**src/rtl/mon_pkg.sv**
```systemverilog
// Constants and types for the monitor serial link engine and its line driver.
// Assumes one clock that also serves as the baud reference clock.
// Functional notes
// (RULE1) High-voltage entry, select high: divide 1024
// (RULE2) High-voltage entry, select low: divide 512
// (RULE3) Normal-supply blank-vector entry always divides 1024
// (RULE4) Every received byte is echoed back
// (RULE5) Wait 11 bits after command; break cancels
// (RULE6) Two idle bits before echo and data
// (RULE7) Read data follows echo of last byte
// (RULE8) Host waits one bit after each echo
// (RULE9) Six commands: read, write, indexed, stack, run
// (RULE10) Indexed commands step through consecutive addresses
// (RULE11) Stack pointer read returns pointer plus one
// (RULE12) Entry stacks registers; run restores them
// (RULE13) Stacked program counter at pointer plus five/six
// (RULE14) Eight received bytes compared with stored code
// (RULE15) Bypass survives all but power-on reset
// (RULE16) Mismatch: invalid flash reads, fetch resets
// (RULE17) Break sent only after eight security bytes; with bypass set, the code sends it at once after a warm reset
// (RULE18) Match sets bit six of status byte
// (RULE19) Mass erase leaves security code all ones
// (RULE20) Break: ten lows; answer two highs, echo
// (RULE21) NRZ signalling, same rate both directions
// (RULE22) Start low, eight bits LSB first, stop high
// (RULE23) Command opcodes are configurable values
package mon_pkg;
	localparam int                BITCNT_W      = 11;
	localparam logic [10:0]       DIV_HI        = 11'h400;
	localparam logic [10:0]       DIV_LO        = 11'h200;
	localparam logic [3:0]        GAP_BITS      = 4'h2;
	localparam logic [3:0]        WAIT_BITS     = 4'hB;
	localparam logic [3:0]        BRK_HI_BITS   = 4'h2;
	localparam logic [3:0]        BRK_BITS      = 4'hA;
	localparam logic [3:0]        FRAME_BITS    = 4'hA;
	localparam logic [3:0]        SEC_LEN       = 4'h8;
	localparam logic [15:0]       SEC_BASE      = 16'hFFF6;
	localparam logic [15:0]       SEC_STAT_ADDR = 16'h0060;
	localparam int                SEC_STAT_BIT  = 6;
	localparam logic [7:0]        ERASED_BYTE   = 8'hFF;
	localparam logic [15:0]       SP_RET_OFS    = 16'h0001;
	localparam logic [15:0]       PC_HI_OFS     = 16'h0005;
	localparam logic [15:0]       PC_LO_OFS     = 16'h0006;
	localparam logic [15:0]       FLASH_BASE    = 16'h8000;
	localparam logic [7:0]        INVALID_BYTE  = 8'hAD;
	localparam logic [7:0]        OPC_A_OFS     = 8'h00;
	localparam logic [7:0]        OPC_B_OFS     = 8'h04;
	localparam logic [7:0]        STAT_OFS      = 8'h08;
	localparam int                OPC_W         = 8;
	localparam int                NCMD          = 6;
	localparam int                STAT_ST_LSB   = 4;
	localparam int                STAT_IDX_LSB  = 16;
	localparam logic [7:0]        OPC_RST [NCMD] = '{8'h01, 8'h02, 8'h03, 8'h04, 8'h05, 8'h06};
	localparam logic [1:0]        CMD_OPS [NCMD] = '{2'h2, 2'h3, 2'h0, 2'h1, 2'h0, 2'h0};
	typedef enum logic [2:0] {CMD_READ, CMD_WRITE, CMD_INDEXED_READ_CMD, CMD_INDEXED_WRITE_CMD,
		CMD_STACK_POINTER_READ_CMD, CMD_RUN, CMD_NONE = 3'h7} cmd_t;
	typedef enum logic [1:0] {USE_HOST, USE_SEC, USE_PCH, USE_PCL} rd_use_t;
	typedef enum logic [3:0] {
		ST_STRAP = 4'h0, ST_RXB = 4'h1, ST_GAP = 4'h3, ST_ECHO = 4'h2,
		ST_WAIT = 4'h6, ST_EXEC = 4'h7, ST_MRD = 4'h5, ST_SPLO = 4'h4,
		ST_SECW = 4'hC, ST_BRKH = 4'hD, ST_BRKT = 4'hF} st_t;
endpackage : mon_pkg

```
**src/rtl/ser_if.sv**
```systemverilog
// Link between the monitor engine and its serial line driver.
// Assumes both ends share one clock.
`timescale 1ns/1ps
`default_nettype none
interface ser_if;
	logic [10:0] bit_cyc;
	logic        tx_req;
	logic [10:0] tx_pat;
	logic [3:0]  tx_len;
	logic        tx_drive;
	logic        tx_abort;
	logic        tx_busy;
	logic        tx_done;
	logic        rx_valid;
	logic [7:0]  rx_data;
	logic        rx_brk;
	modport eng (output bit_cyc, tx_req, tx_pat, tx_len, tx_drive, tx_abort,
		input tx_busy, tx_done, rx_valid, rx_data, rx_brk);
	modport phy (input bit_cyc, tx_req, tx_pat, tx_len, tx_drive, tx_abort,
		output tx_busy, tx_done, rx_valid, rx_data, rx_brk);
endinterface : ser_if
`default_nettype wire

```
**src/rtl/mon_link.sv**
```systemverilog
// Monitor-mode serial link engine: entry divider, security check, command
// decoder, memory access and APB register window.
// Assumes a synchronous memory port with one cycle read latency and a CPU
// core that performs the actual stacking and unstacking on request.
//
// The implementer's own choices: the register offsets and register access over APB.
`timescale 1ns/1ps
`default_nettype none
module mon_link
	import mon_pkg::*;
(
	input  wire logic        CLK,
	input  wire logic        RST_B,
	input  wire logic        POR_B,
	input  wire logic        ENTRY_HV,
	input  wire logic        DIV_SEL,
	input  wire logic        SER_IN,
	output logic             SER_OUT,
	output logic             SER_OE_B,
	input  wire logic        PSEL,
	input  wire logic        PENABLE,
	input  wire logic        PWRITE,
	input  wire logic [7:0]  PADDR,
	input  wire logic [31:0] PWDATA,
	output logic      [31:0] PRDATA,
	output logic             PREADY,
	output logic             PSLVERR,
	output logic      [15:0] MEM_ADDR,
	output logic             MEM_RD,
	output logic             MEM_WR,
	output logic      [7:0]  MEM_WDATA,
	input  wire logic [7:0]  MEM_RDATA,
	input  wire logic [15:0] CPU_SP,
	input  wire logic        MASS_ERASE,
	input  wire logic        FETCH_VALID,
	input  wire logic [15:0] FETCH_ADDR,
	output logic             ILL_ADDR_RST,
	output logic             STACK_ENTRY,
	output logic             RUN_GO,
	output logic      [15:0] RUN_PC
);
	ser_if lk ();

	st_t         st_r;
	st_t         after_r;
	cmd_t        cmd_r;
	cmd_t        rx_cmd;
	rd_use_t     rd_use_r;
	logic        strap_done_r;
	logic        div_hi_r;
	logic        bypass_r;
	logic        erased_r;
	logic        sec_done_r;
	logic        sec_bad_r;
	logic [3:0]  sec_idx_r;
	logic [1:0]  need_r;
	logic [15:0] addr_r;
	logic [15:0] idx_r;
	logic [7:0]  data_r;
	logic [7:0]  hold_r;
	logic [7:0]  out_byte_r;
	logic        tx_sent_r;
	logic        rd_vld_r;
	logic [15:0] mem_addr_r;
	logic        mem_rd_r;
	logic        mem_wr_r;
	logic [7:0]  mem_wdata_r;
	logic        run_go_r;
	logic [15:0] run_pc_r;
	logic        stack_r;
	logic        ill_r;
	logic [7:0]  opc_r [NCMD];
	logic [31:0] prdata_r;
	logic [NCMD-1:0] opc_hit;

	ser_phy u_phy (
		.clk       (CLK),
		.rst_b     (RST_B),
		.lk        (lk.phy),
		.line_in   (SER_IN),
		.line_out  (SER_OUT),
		.line_oe_b (SER_OE_B)
	);

	// Shared decode terms
	wire [15:0] sp1      = CPU_SP + SP_RET_OFS; // RULE11
	wire [7:0]  sp_hi    = sp1[15:8];
	wire        in_flash = (mem_addr_r >= FLASH_BASE);
	wire [7:0]  rd_filt  = (!bypass_r && in_flash) ? INVALID_BYTE : MEM_RDATA; // RULE16
	wire [7:0]  sec_ref  = erased_r ? ERASED_BYTE : MEM_RDATA; // RULE19
	wire        sec_last = (sec_idx_r == SEC_LEN - 4'h1);
	wire        rx_known = (rx_cmd != CMD_NONE);
	wire [1:0]  rx_ops   = rx_known ? CMD_OPS[rx_cmd] : 2'h0;
	wire        sec_pass = (st_r == ST_SECW) && !sec_bad_r;

	// Opcode match per command slot
	genvar k;
	generate
		for (k = 0; k < NCMD; k++)
		begin : g_opc
			assign opc_hit[k] = (lk.rx_data == opc_r[k]); // RULE23
		end
	endgenerate

	// First matching slot names the command
	always_comb
	begin
		rx_cmd = CMD_NONE;
		for (int i = NCMD - 1; i >= 0; i--)
			if (opc_hit[i])
				rx_cmd = cmd_t'(i[2:0]); // RULE9
	end

	// What the line driver is asked to send in each sending state
	wire send_st = (st_r == ST_GAP) || (st_r == ST_ECHO) || (st_r == ST_WAIT) ||
		(st_r == ST_BRKH) || (st_r == ST_BRKT);
	assign lk.bit_cyc  = div_hi_r ? DIV_HI : DIV_LO;
	assign lk.tx_req   = send_st && !tx_sent_r;
	assign lk.tx_abort = (st_r == ST_WAIT) && lk.rx_brk; // RULE5
	assign lk.tx_drive = (st_r != ST_WAIT);
	assign lk.tx_pat   = (st_r == ST_ECHO) ? {2'b11, out_byte_r, 1'b0} : // RULE22
		(st_r == ST_BRKT) ? 11'h400 : 11'h7FF;
	assign lk.tx_len   = (st_r == ST_GAP)  ? GAP_BITS : // RULE6
		(st_r == ST_WAIT) ? WAIT_BITS :
		(st_r == ST_BRKH) ? BRK_HI_BITS :
		(st_r == ST_BRKT) ? BRK_BITS : FRAME_BITS;

	// One request per sending state
	always_ff @(posedge CLK or negedge RST_B)
		if (!RST_B)
			tx_sent_r <= 1'b0;
		else if (lk.tx_done || lk.tx_abort)
			tx_sent_r <= 1'b0;
		else if (lk.tx_req)
			tx_sent_r <= 1'b1;

	// Bypass and erase memory only forget on power-on reset
	always_ff @(posedge CLK or negedge POR_B)
		if (!POR_B)
		begin
			bypass_r <= 1'b0;
			erased_r <= 1'b0;
		end
		else
		begin
			bypass_r <= bypass_r || sec_pass; // RULE15
			erased_r <= erased_r || MASS_ERASE; // RULE19
		end

	// Fetch guard for a locked part
	always_ff @(posedge CLK or negedge RST_B)
		if (!RST_B)
			ill_r <= 1'b0;
		else
			ill_r <= FETCH_VALID && !bypass_r && (FETCH_ADDR >= FLASH_BASE); // RULE16

	// Main sequencer; memory strobes are one-cycle pulses
	always_ff @(posedge CLK or negedge RST_B)
		if (!RST_B)
		begin
			st_r         <= ST_STRAP;
			after_r      <= ST_RXB;
			cmd_r        <= CMD_NONE;
			rd_use_r     <= USE_HOST;
			strap_done_r <= 1'b0;
			div_hi_r     <= 1'b1;
			sec_done_r   <= 1'b0;
			sec_bad_r    <= 1'b0;
			sec_idx_r    <= 4'h0;
			need_r       <= 2'h0;
			addr_r       <= 16'h0000;
			idx_r        <= 16'h0000;
			data_r       <= 8'h00;
			hold_r       <= 8'h00;
			out_byte_r   <= 8'h00;
			rd_vld_r     <= 1'b0;
			mem_addr_r   <= 16'h0000;
			mem_rd_r     <= 1'b0;
			mem_wr_r     <= 1'b0;
			mem_wdata_r  <= 8'h00;
			run_go_r     <= 1'b0;
			run_pc_r     <= 16'h0000;
			stack_r      <= 1'b0;
		end
		else
		begin
			mem_rd_r <= 1'b0;
			mem_wr_r <= 1'b0;
			run_go_r <= 1'b0;
			stack_r  <= 1'b0;
			rd_vld_r <= mem_rd_r;
			unique case (st_r)
				// Straps are caught once, just after release
				ST_STRAP:
				begin
					strap_done_r <= 1'b1;
					div_hi_r     <= !ENTRY_HV || DIV_SEL; // RULE1 RULE2 RULE3
					stack_r      <= 1'b1; // RULE12
					sec_done_r   <= bypass_r; // RULE15
					st_r         <= bypass_r ? ST_BRKT : ST_RXB;
				end
				// No break goes out before the security bytes are all in, unless bypass is already set
				ST_RXB:
					if (lk.rx_brk && sec_done_r) // RULE17
						st_r <= ST_BRKH; // RULE20
					else if (lk.rx_valid && !sec_done_r)
					begin
						hold_r     <= lk.rx_data;
						mem_rd_r   <= 1'b1;
						mem_addr_r <= SEC_BASE + {12'h000, sec_idx_r}; // RULE14
						rd_use_r   <= USE_SEC;
						st_r       <= ST_MRD;
					end
					else if (lk.rx_valid)
					begin
						out_byte_r <= lk.rx_data; // RULE4
						st_r       <= ST_GAP;
						if (need_r == 2'h0)
						begin
							cmd_r   <= rx_cmd;
							need_r  <= rx_ops;
							after_r <= (rx_known && rx_ops == 2'h0) ? ST_WAIT : ST_RXB;
						end
						else
						begin
							need_r  <= need_r - 2'h1;
							after_r <= (need_r == 2'h1) ? ST_WAIT : ST_RXB;
							if (cmd_r == CMD_INDEXED_WRITE_CMD || (cmd_r == CMD_WRITE && need_r == 2'h1))
								data_r <= lk.rx_data;
							else
								addr_r <= {addr_r[7:0], lk.rx_data};
						end
					end
				ST_MRD:
					if (rd_vld_r)
						unique case (rd_use_r)
							USE_SEC:
							begin
								sec_bad_r  <= sec_bad_r || (sec_ref != hold_r); // RULE14
								out_byte_r <= hold_r; // RULE4
								sec_idx_r  <= sec_idx_r + 4'h1;
								after_r    <= sec_last ? ST_SECW : ST_RXB;
								st_r       <= ST_GAP;
							end
							USE_HOST:
							begin
								out_byte_r <= rd_filt; // RULE16
								after_r    <= ST_RXB;
								st_r       <= ST_GAP; // RULE6
							end
							USE_PCH:
							begin
								run_pc_r[15:8] <= MEM_RDATA;
								mem_rd_r       <= 1'b1;
								mem_addr_r     <= CPU_SP + PC_LO_OFS; // RULE13
								rd_use_r       <= USE_PCL;
							end
							USE_PCL:
							begin
								run_pc_r[7:0] <= MEM_RDATA;
								run_go_r      <= 1'b1; // RULE12
								st_r          <= ST_RXB;
							end
						endcase
				// Two driven idle bits, then the byte itself
				ST_GAP:
					if (lk.tx_done)
						st_r <= ST_ECHO;
				ST_ECHO:
					if (lk.tx_done)
						st_r <= after_r;
				// Silent window where the host may still cancel
				ST_WAIT:
					if (lk.rx_brk)
						st_r <= ST_BRKH; // RULE5
					else if (lk.tx_done)
						st_r <= ST_EXEC;
				// Command acts only after its final echo and wait
				ST_EXEC:
				begin
					rd_use_r <= USE_HOST;
					unique case (cmd_r)
						CMD_READ, CMD_INDEXED_READ_CMD:
						begin
							mem_rd_r   <= 1'b1; // RULE7
							mem_addr_r <= (cmd_r == CMD_READ) ? addr_r : idx_r;
							idx_r      <= ((cmd_r == CMD_READ) ? addr_r : idx_r) + 16'h1; // RULE10
							st_r       <= ST_MRD;
						end
						CMD_WRITE, CMD_INDEXED_WRITE_CMD:
						begin
							mem_wr_r    <= 1'b1;
							mem_wdata_r <= data_r;
							mem_addr_r  <= (cmd_r == CMD_WRITE) ? addr_r : idx_r;
							idx_r       <= ((cmd_r == CMD_WRITE) ? addr_r : idx_r) + 16'h1; // RULE10
							st_r        <= ST_RXB;
						end
						CMD_STACK_POINTER_READ_CMD:
						begin
							out_byte_r <= sp_hi; // RULE11
							after_r    <= ST_SPLO;
							st_r       <= ST_GAP;
						end
						CMD_RUN:
						begin
							mem_rd_r   <= 1'b1;
							mem_addr_r <= CPU_SP + PC_HI_OFS; // RULE13
							rd_use_r   <= USE_PCH;
							st_r       <= ST_MRD;
						end
						default:
							st_r <= ST_RXB;
					endcase
				end
				ST_SPLO:
				begin
					out_byte_r <= sp1[7:0];
					after_r    <= ST_RXB;
					st_r       <= ST_GAP;
				end
				// Verdict byte is written whole; other bits of it read zero
				ST_SECW:
				begin
					mem_wr_r    <= 1'b1;
					mem_addr_r  <= SEC_STAT_ADDR;
					mem_wdata_r <= sec_bad_r ? 8'h00 : (8'h01 << SEC_STAT_BIT); // RULE18
					sec_done_r  <= 1'b1;
					st_r        <= ST_BRKT; // RULE17
				end
				ST_BRKH:
				begin
					need_r <= 2'h0;
					if (lk.tx_done)
						st_r <= ST_BRKT; // RULE20
				end
				ST_BRKT:
					if (lk.tx_done)
						st_r <= ST_RXB;
			endcase
		end

	// APB window: zero wait states, read data captured in the setup cycle
	wire        apb_setup = PSEL && !PENABLE;
	wire        apb_acc   = PSEL && PENABLE;
	wire        hit_a     = (PADDR == OPC_A_OFS);
	wire        hit_b     = (PADDR == OPC_B_OFS);
	wire        hit_s     = (PADDR == STAT_OFS);
	wire        map_ok    = hit_a || hit_b || hit_s;
	wire [31:0] word_a    = {opc_r[3], opc_r[2], opc_r[1], opc_r[0]};
	wire [31:0] word_b    = {16'h0000, opc_r[5], opc_r[4]};
	wire [31:0] word_s    = {idx_r, 8'h00, st_r, div_hi_r, sec_bad_r, sec_done_r, bypass_r};
	wire [31:0] rd_mux    = hit_a ? word_a : hit_b ? word_b : hit_s ? word_s : 32'h0000_0000;

	// Opcode slots, four to a word
	generate
		for (k = 0; k < NCMD; k++)
		begin : g_opr
			wire slot_hit = (k < 4) ? hit_a : hit_b;
			always_ff @(posedge CLK or negedge RST_B)
				if (!RST_B)
					opc_r[k] <= OPC_RST[k];
				else if (apb_acc && PWRITE && slot_hit)
					opc_r[k] <= PWDATA[(k % 4) * OPC_W +: OPC_W]; // RULE23
		end
	endgenerate

	always_ff @(posedge CLK or negedge RST_B)
		if (!RST_B)
			prdata_r <= 32'h0000_0000;
		else if (apb_setup && !PWRITE)
			prdata_r <= rd_mux;

	assign PRDATA       = prdata_r;
	assign PREADY       = 1'b1;
	assign PSLVERR      = apb_acc && !map_ok;
	assign MEM_ADDR     = mem_addr_r;
	assign MEM_RD       = mem_rd_r;
	assign MEM_WR       = mem_wr_r;
	assign MEM_WDATA    = mem_wdata_r;
	assign ILL_ADDR_RST = ill_r;
	assign STACK_ENTRY  = stack_r;
	assign RUN_GO       = run_go_r;
	assign RUN_PC       = run_pc_r;
endmodule : mon_link
`default_nettype wire

```
**src/rtl/ser_phy.sv**
```systemverilog
// Half-duplex single-wire serial line driver and receiver.
// Assumes line input already synchronous; one pattern shifter serves bytes,
// breaks, driven idle and silent waits.
`timescale 1ns/1ps
`default_nettype none
module ser_phy
	import mon_pkg::*;
(
	input  wire logic clk,
	input  wire logic rst_b,
	ser_if.phy        lk,
	input  wire logic line_in,
	output logic      line_out,
	output logic      line_oe_b
);
	logic                tx_act_r;
	logic                tx_drv_r;
	logic [10:0]         tx_sh_r;
	logic [3:0]          tx_left_r;
	logic [BITCNT_W-1:0] tx_cnt_r;
	logic                tx_done_r;
	logic                rx_act_r;
	logic                rx_arm_r;
	logic                rx_v_r;
	logic                rx_b_r;
	logic [3:0]          rx_bit_r;
	logic [BITCNT_W-1:0] rx_cnt_r;
	logic [9:0]          rx_sh_r;

	// Same bit period both ways; receiver deaf while we drive the wire
	wire tx_bit_end = (tx_cnt_r == lk.bit_cyc - 11'h1); // RULE21
	wire rx_listen  = !(tx_act_r && tx_drv_r);
	wire rx_last    = (rx_bit_r == FRAME_BITS - 4'h1);

	// Pattern shifter, LSB first, refills with idle-high
	always_ff @(posedge clk or negedge rst_b)
		if (!rst_b)
		begin
			tx_act_r  <= 1'b0;
			tx_drv_r  <= 1'b0;
			tx_sh_r   <= 11'h7FF;
			tx_left_r <= 4'h0;
			tx_cnt_r  <= '0;
			tx_done_r <= 1'b0;
		end
		else
		begin
			tx_done_r <= 1'b0;
			if (lk.tx_abort)
				tx_act_r <= 1'b0;
			else if (!tx_act_r && lk.tx_req)
			begin
				tx_act_r  <= 1'b1;
				tx_drv_r  <= lk.tx_drive;
				tx_sh_r   <= lk.tx_pat;
				tx_left_r <= lk.tx_len;
				tx_cnt_r  <= '0;
			end
			else if (tx_act_r && tx_bit_end)
			begin
				tx_cnt_r  <= '0;
				tx_sh_r   <= {1'b1, tx_sh_r[10:1]}; // RULE22
				tx_left_r <= tx_left_r - 4'h1;
				tx_act_r  <= (tx_left_r != 4'h1);
				tx_done_r <= (tx_left_r == 4'h1);
			end
			else if (tx_act_r)
				tx_cnt_r <= tx_cnt_r + 11'h1;
		end

	// Mid-bit sampling; re-arm only after the line returns high
	always_ff @(posedge clk or negedge rst_b)
		if (!rst_b)
		begin
			rx_act_r <= 1'b0;
			rx_arm_r <= 1'b0;
			rx_v_r   <= 1'b0;
			rx_b_r   <= 1'b0;
			rx_bit_r <= 4'h0;
			rx_cnt_r <= '0;
			rx_sh_r  <= 10'h000;
		end
		else
		begin
			rx_v_r <= 1'b0;
			rx_b_r <= 1'b0;
			if (!rx_listen)
			begin
				rx_act_r <= 1'b0;
				rx_arm_r <= 1'b0;
			end
			else if (!rx_act_r)
			begin
				if (!rx_arm_r)
					rx_arm_r <= line_in;
				else if (!line_in)
				begin
					rx_act_r <= 1'b1;
					rx_cnt_r <= lk.bit_cyc >> 1;
					rx_bit_r <= 4'h0;
				end
			end
			else if (rx_cnt_r == '0)
			begin
				rx_sh_r  <= {line_in, rx_sh_r[9:1]}; // RULE22
				rx_cnt_r <= lk.bit_cyc - 11'h1;
				rx_bit_r <= rx_bit_r + 4'h1;
				if (rx_last)
				begin
					rx_act_r <= 1'b0;
					rx_arm_r <= 1'b0;
					rx_v_r   <= line_in;
					rx_b_r   <= !line_in && (rx_sh_r[9:1] == 9'h000); // RULE20
				end
			end
			else
				rx_cnt_r <= rx_cnt_r - 11'h1;
		end

	// Status back to the engine and pin drive
	assign lk.tx_busy  = tx_act_r;
	assign lk.tx_done  = tx_done_r;
	assign lk.rx_valid = rx_v_r;
	assign lk.rx_brk   = rx_b_r;
	assign lk.rx_data  = rx_sh_r[8:1];
	assign line_out    = tx_act_r ? tx_sh_r[0] : 1'b1;
	assign line_oe_b   = !(tx_act_r && tx_drv_r);
endmodule : ser_phy
`default_nettype wire

```
**config.mk**
```make
export PLATFORM = sky130hd
export DESIGN_NAME = mon_link
export DESIGN_NICKNAME = d
export VERILOG_FILES = /design/src/rtl/mon_pkg.sv /design/src/rtl/ser_if.sv /design/src/rtl/mon_link.sv /design/src/rtl/ser_phy.sv
export SDC_FILE = /design/constraint.sdc
export NUM_CORES = 1
export LEC_CHECK = 0
export BUFFER_PORTS_ARGS = -buffer_cell sky130_fd_sc_hd__buf_2
export CORE_ASPECT_RATIO = 1.2
export CORE_MARGIN = 2
export CORE_UTILIZATION = 30
export DETAILED_ROUTE_END_ITERATION = 12
export GPL_TIMING_DRIVEN = 0
export REMOVE_ABC_BUFFERS = 1
export SLEW_MARGIN = 20
export SYNTH_ARGS = -nofsm -noshare
export SYNTH_HDL_FRONTEND = slang
export SYNTH_SLANG_ARGS = --single-unit
```
**constraint.sdc**
```tcl
create_clock -name CLK -period 3.8 [get_ports CLK]
set_clock_uncertainty 0.15 [all_clocks]
set_input_delay 0.57 -clock CLK [delete_from_list [all_inputs] [get_ports CLK]]
set_output_delay 0.57 -clock CLK [all_outputs]
set_load 0.01 [all_outputs]
```
-- Word level (Yosys, flattened, before mapping)
Memory sizes are Yosys's and may differ from the RTL's.
Cells that the tools add are included.
- flip-flop bits (word level): 265
- bits in latches: 0
- RAM bits: 0
- memory bits (read-only): 16
- input port bits: 91
- output and inout bits: 81
- word-level logic and storage cells: 347
- memories: 1
- add/subtract/negate cells: 13
- multiply operators: 0
- divide/modulo/power cells: 0
- $lt $le $gt $ge: 3
- eq/ne operators: 56
- shift-type cells: 0
- multiplexer cells: 131
- bitwise logic cells: 7
- reduce and logical (&&, ||, !) cells: 89
- memories (memory ; depth ; width ; read ports ; clocked after Yosys merged registers in ; write ports ; line ; source):
    (name not given) ; 8 ; 2 ; 1 ; 0 ; 0 ; mon_link.sv:93 ; wire [1:0] rx_ops = rx_known ? CMD_OPS[rx_cmd] : 2'h0;
- operators with widths (kind ; number):
    $mux W11 ; 10
    $mux W4 ; 26
    $mux W16 ; 6
    $mux W32 ; 3
    $mux W8 ; 8
    $pmux W16 S4 ; 1
    $add A16 B1 Y16 const B ; 3
    $eq A8 B8 Y1 ; 6
    $pmux W16 S3 ; 1
    $pmux W4 S11 ; 1
    $mux W1 ; 38
    $add A16 B3 Y16 const B ; 2
    $ge A16 B16 Y1 const B ; 2
    $pmux W16 S2 ; 1
    $pmux W8 S2 ; 2
    $pmux W8 S4 ; 1
    $mux W2 ; 14
    $sub A11 B1 Y11 const B ; 2
    $logic_and A1 B1 Y1 ; 21
    $mux W3 ; 7
    $eq A4 B3 Y1 const B ; 5
    $mux W10 ; 2
    $reduce_and A3 Y1 ; 6
    $reduce_and A6 Y1 ; 3
    other kinds (53) ; 128

-- Depth between registers and ports, before layout
- depth after elaboration: 20
- gate-level depth with buffers: 14
- gate-level depth less buffers: 10

-- Modules after synthesis
From an unflattened synthesis, not the netlist that was laid out.
- cells, all modules: 1633
- area total of the unflattened synthesis: 15662.5 um2
- by module, submodules not included (module ; times used ; cells an instance ; area an instance (um2) ; sequential area each (um2)):
    mon_link ; 1 ; 1242 ; 12191.7 ; 5197.5
    ser_phy ; 1 ; 391 ; 3470.8 ; 1440.1

-- Least setup slack after synthesis
OpenSTA, ideal clock, no wires.
- path kind: reg-to-reg
- start point: reg cmd_r[1]
- end point: reg idx_r[10]
- library setup time: 135 ps
- arrival time: 3171 ps
- data required time: 3515 ps
- slack: 344 ps
- cell stages (with the launch flop): 15
- buffers on the path: 4
- clock period less this slack: 3456 ps
- cell sequence: dfstp_2 -> clkbuf_1 -> clkbuf_1 -> or2_2 -> clkbuf_1 -> buf_1 -> nand2_1 -> nand2_1 -> ha_1 -> nand3_1 -> o22ai_1 -> nand2_1 -> mux2_2 -> o21ai_0 -> o21ai_0
- cells in the longest elaborated chain, start to end: 4
- elaborated cells on any way between the ends: 13
- classes of those cells: add/sub: 2; eq/ne: 3; mux: 3; reduce/logical: 5
- RTL lines (element ; line ; source):
    from (decl) ; mon_link.sv:46 ; cmd_t cmd_r;
    from (signal assigned) ; mon_link.sv:220 ; cmd_r <= rx_cmd;
    $eq A3 B1 Y1, or another cell as far along ; mon_link.sv:282, mon_link.sv:295 ;
    $mux W16, or another cell as far along ; mon_link.sv:295 ; idx_r <= ((cmd_r == CMD_WRITE) ? addr_r : idx_r) + 16'h1;
    $add A16 B1 Y16, or another cell as far along ; mon_link.sv:295 ;
    $pmux W16 S2 or $reduce_and A2 Y1 (tied branches) ; - ;
    to (signal assigned) ; mon_link.sv:287 ; idx_r <= ((cmd_r == CMD_READ) ? addr_r : idx_r) + 16'h1;
    to (signal assigned) ; mon_link.sv:295 ;
    to (decl) ; mon_link.sv:58 ; logic [15:0] idx_r;
Parallel ways exist; a longest one is shown, timed or not.
A chain may end at the register's enable or synchronous reset.

-- Final worst setup path
- start point: reg st_r[2]
- end point: reg idx_r[2]
- cells in the longest elaborated chain, start to end: 2
- RTL lines (element ; line ; source):
    from (decl) ; mon_link.sv:44 ; st_t st_r;
    from (signal assigned) ; mon_link.sv:200 ; st_r <= bypass_r ? ST_BRKT : ST_RXB;
    from (signal assigned) ; mon_link.sv:271 ; st_r <= after_r;
    $eq A4 B3 Y1 ; mon_link.sv:192 ; unique case (st_r)
    $reduce_and A2 Y1 (no line) ; - ;
Every way passes these cells.

==> impl_metrics.env <==
export IMPL_die_area_um2=49560
export IMPL_critPathBufInv=0
export IMPL_antenna_found_initial=1
export IMPL_cp_start_kind="flop"
export IMPL_p_per_area_nw_per_um2=580.4
export IMPL_syn_area_um2=14340
export IMPL_setup_ws_ns=0.1794
export IMPL_ys_ff_latch=263
export IMPL_hold_path_startpoint="MASS_ERASE"
export IMPL_min_period_ns=3.621
export IMPL_slew_viol_final=0
export IMPL_fin_area_um2=16850
export IMPL_wl_mm=44.55
export IMPL_num_rows=87
export IMPL_clockBufferDepth=3
export IMPL_fin_setup_tns_ns=0
export IMPL_diodes=0
export IMPL_yosys_warnings=0
export IMPL_hp_class="in -> reg"
export IMPL_clk_pin_slew_ns=0.06
export IMPL_die_w_um=203.6
export IMPL_p_leak_nw=7.337
export IMPL_hold_ws_ns=0.02929
export IMPL_start_util_pct=30.42
export IMPL_syn_area_per_cell_um2=9.457
export IMPL_fp_dieH_um=243.5
export IMPL_async_reset_ff_share_pct=100.0
export IMPL_cp_arrival_ns=3.94
export IMPL_grt_usage_pct=17.81
export IMPL_worst_slew_pin_slew_ns=1.128
export IMPL_layout_drive_gt1_share_pct=22.95
export IMPL_grt_pass1_vias=12130
export IMPL_clk_latency_ns=0.59
export IMPL_cts_inserted_buffers=29
export IMPL_ys_flop_type="dfrtp_1"
export IMPL_root_buffer="clkbuf_16"
export IMPL_ioPinCount=172
export IMPL_drt_iter0_markers=853
export IMPL_crit_cells=6
export IMPL_core_um2=47130
export IMPL_cp_top_family="simple AND/OR/NAND/NOR gates"
export IMPL_fin_nets=1730
export IMPL_fmax_mhz=276.2
export IMPL_crit_fanout=26
export IMPL_reg2reg_to="idx_r[2]"
export IMPL_cts_tree="yes"
export IMPL_route_detailed_drc=0
export IMPL_path_cells="nand4b_1, nor2_2, nand2_1, o22a_1, nor2_1, a211oi_1"
export IMPL_outcome="finished, final reports clean"
export IMPL_ant_nets=0
export IMPL_grt_pass1_wl_mm=70.14
export IMPL_syn_to_final_growth_pct=17.51
export IMPL_reg2reg_slack_ns=0.18
export IMPL_crit_end="idx_r[2]"
export IMPL_gr_total_overflow=0
export IMPL_setup_viol=0
export IMPL_fin_crit_sh_pct=95.28
export IMPL_dp_hpwl_mm=31.73
export IMPL_vias=12220
export IMPL_synth_edf_count=0
export IMPL_drt_pre_antenna_iters=7
export IMPL_crit_required_ns=4.12
export IMPL_maxCapViolations=0
export IMPL_crit_type="reg -> reg"
export IMPL_critPathLaunch="st_r[2]"
export IMPL_synth_cell_type_count=76
export IMPL_placed_area_um2=15790
export IMPL_wl_per_cell_um=19.62
export IMPL_maxSlewHeadroom_pct=24.60
export IMPL_r2r_cells=6
export IMPL_portBuffers=155
export IMPL_place_ws_ns=-0.1420
export IMPL_fin_util_pct=35.75
export IMPL_critPathSlowestCell="dfrtp_1"
export IMPL_cp_end_kind="flop"
export IMPL_cts_sinks=263
export IMPL_syn_inst=1516
export IMPL_viasPerCell=5.383
export IMPL_synth_seq_area_share_pct=46.11
export IMPL_htreeDepth=1
export IMPL_worst_path_largest_cell_delay_ns=0.90
export IMPL_hold_violations=0
export IMPL_grt_max_degree=99
export IMPL_rsz0062_at_grt="no"
export IMPL_rr_startpoint="st_r[2]"
export IMPL_place_gp_congestion=0.9036
export IMPL_vdd_drop_max_uv=373.4
## kinds of logic (layout without fill, tap and decap cells)
logic type	Yosys count	after routing	synth area share, %
AOI/OAI and AO/OA	423	423	18.75
and+or+nand+nor	488	488	16.37
other	1	1	0.02616
xor gates and xnor gates	90	90	5.498
adders and majority gates	15	15	1.309
muxes	109	109	8.491
DFF	263	263	46.11
buffers and inverters	127	258	3.447
## metrics by stage
stage	instances	total power [mW]
2_1_floorplan	1419	5.632
3_3_place_gp	2197	6.700
3_5_place_dp	2213	6.819
4_1_cts	2270	9.871
5_1_grt	2270	10.37
6_report	2270	9.779
## layout by cell type (no fill, tap or decap), drive strengths merged, types with 39 or more instances in the layout
master,Yosys,routed
dfrtp,239,239
buf,12,171
nand2,154,154
nor2,142,142
a21oi,110,110
o21ai,102,102
mux2,101,101
xnor2,46,46
xor2,44,44
a22oi,44,44
clkbuf,85,40
a31oi,39,39
## sequential cells by signal, indices dropped and copies added, names as in the netlist, 8 cells and up
register,count
u_phy.tx_sh_r,10
data_r,8
u_phy.rx_sh_r,9
u_phy.rx_cnt_r,11
idx_r,16
addr_r,16
opc_r,48
PRDATA,32
out_byte_r,8
MEM_ADDR,16
MEM_WDATA,8
u_phy.tx_cnt_r,11
hold_r,8
RUN_PC,16
## synthesized netlist by cell type (15+ instances only)
cell / count / area share [%]
a21oi_1: 110 / 3.8
a22oi_1: 44 / 2.3
a31oi_1: 39 / 1.7
clkbuf_1: 85 / 2.2
dfrtp_1: 239 / 42
dfstp_2: 24 / 4.4
ha_1: 15 / 1.3
inv_1: 29 / 0.76
mux2_2: 99 / 7.8
nand2_1: 154 / 4.0
nand3_1: 36 / 1.3
nand4_1: 17 / 0.74
nor2_1: 142 / 3.7
nor3_1: 28 / 0.98
o21ai_0: 102 / 3.6
xnor2_1: 46 / 2.8
xor2_1: 44 / 2.7
## report_power, final
group | switching, mW | internal (mW)
Sequential | 0.687 | 3.36
Combinational | 1.67 | 1.06
Clock | 1.24 | 1.75
Total | 3.60 | 6.18
## area by class of cell
class	instances	area [um^2]
clock buffer	40	837.1
clock inverter	14	178.9
fill	4744	30290
inverter	30	112.6
multi-input combinational	1126	7306
sequential	263	6613
tap	623	779.5
timing repair buffer	174	1022
## worst min-delay path by stage
stage                         endpoint  cells after the start
after floorplan           ILL_ADDR_RST                      0
after global placement        erased_r                      1
after detailed placement      erased_r                      1
after CTS                     erased_r                      2
after global routing          erased_r                      2
final                         erased_r                      2
## metal layers
metal	GRT usage, %	wire length [um]	vias to the layer above
met5	0	13	-
met4	6.677	1566	2
met3	2.207	1964	80
met2	31.08	22220	305
met1	22.40	18780	6103
li1	-	-	5729
## repair_timing
item	CTS	global route
gates resized for setup	2	3
hold buffers	3	0
hold endpoints to repair	73	0
pin swaps	0	0
setup buffers	0	0
gates cloned	0	0
endpoints found under the setup margin	9	4
(Power assumes the default switching activity.)
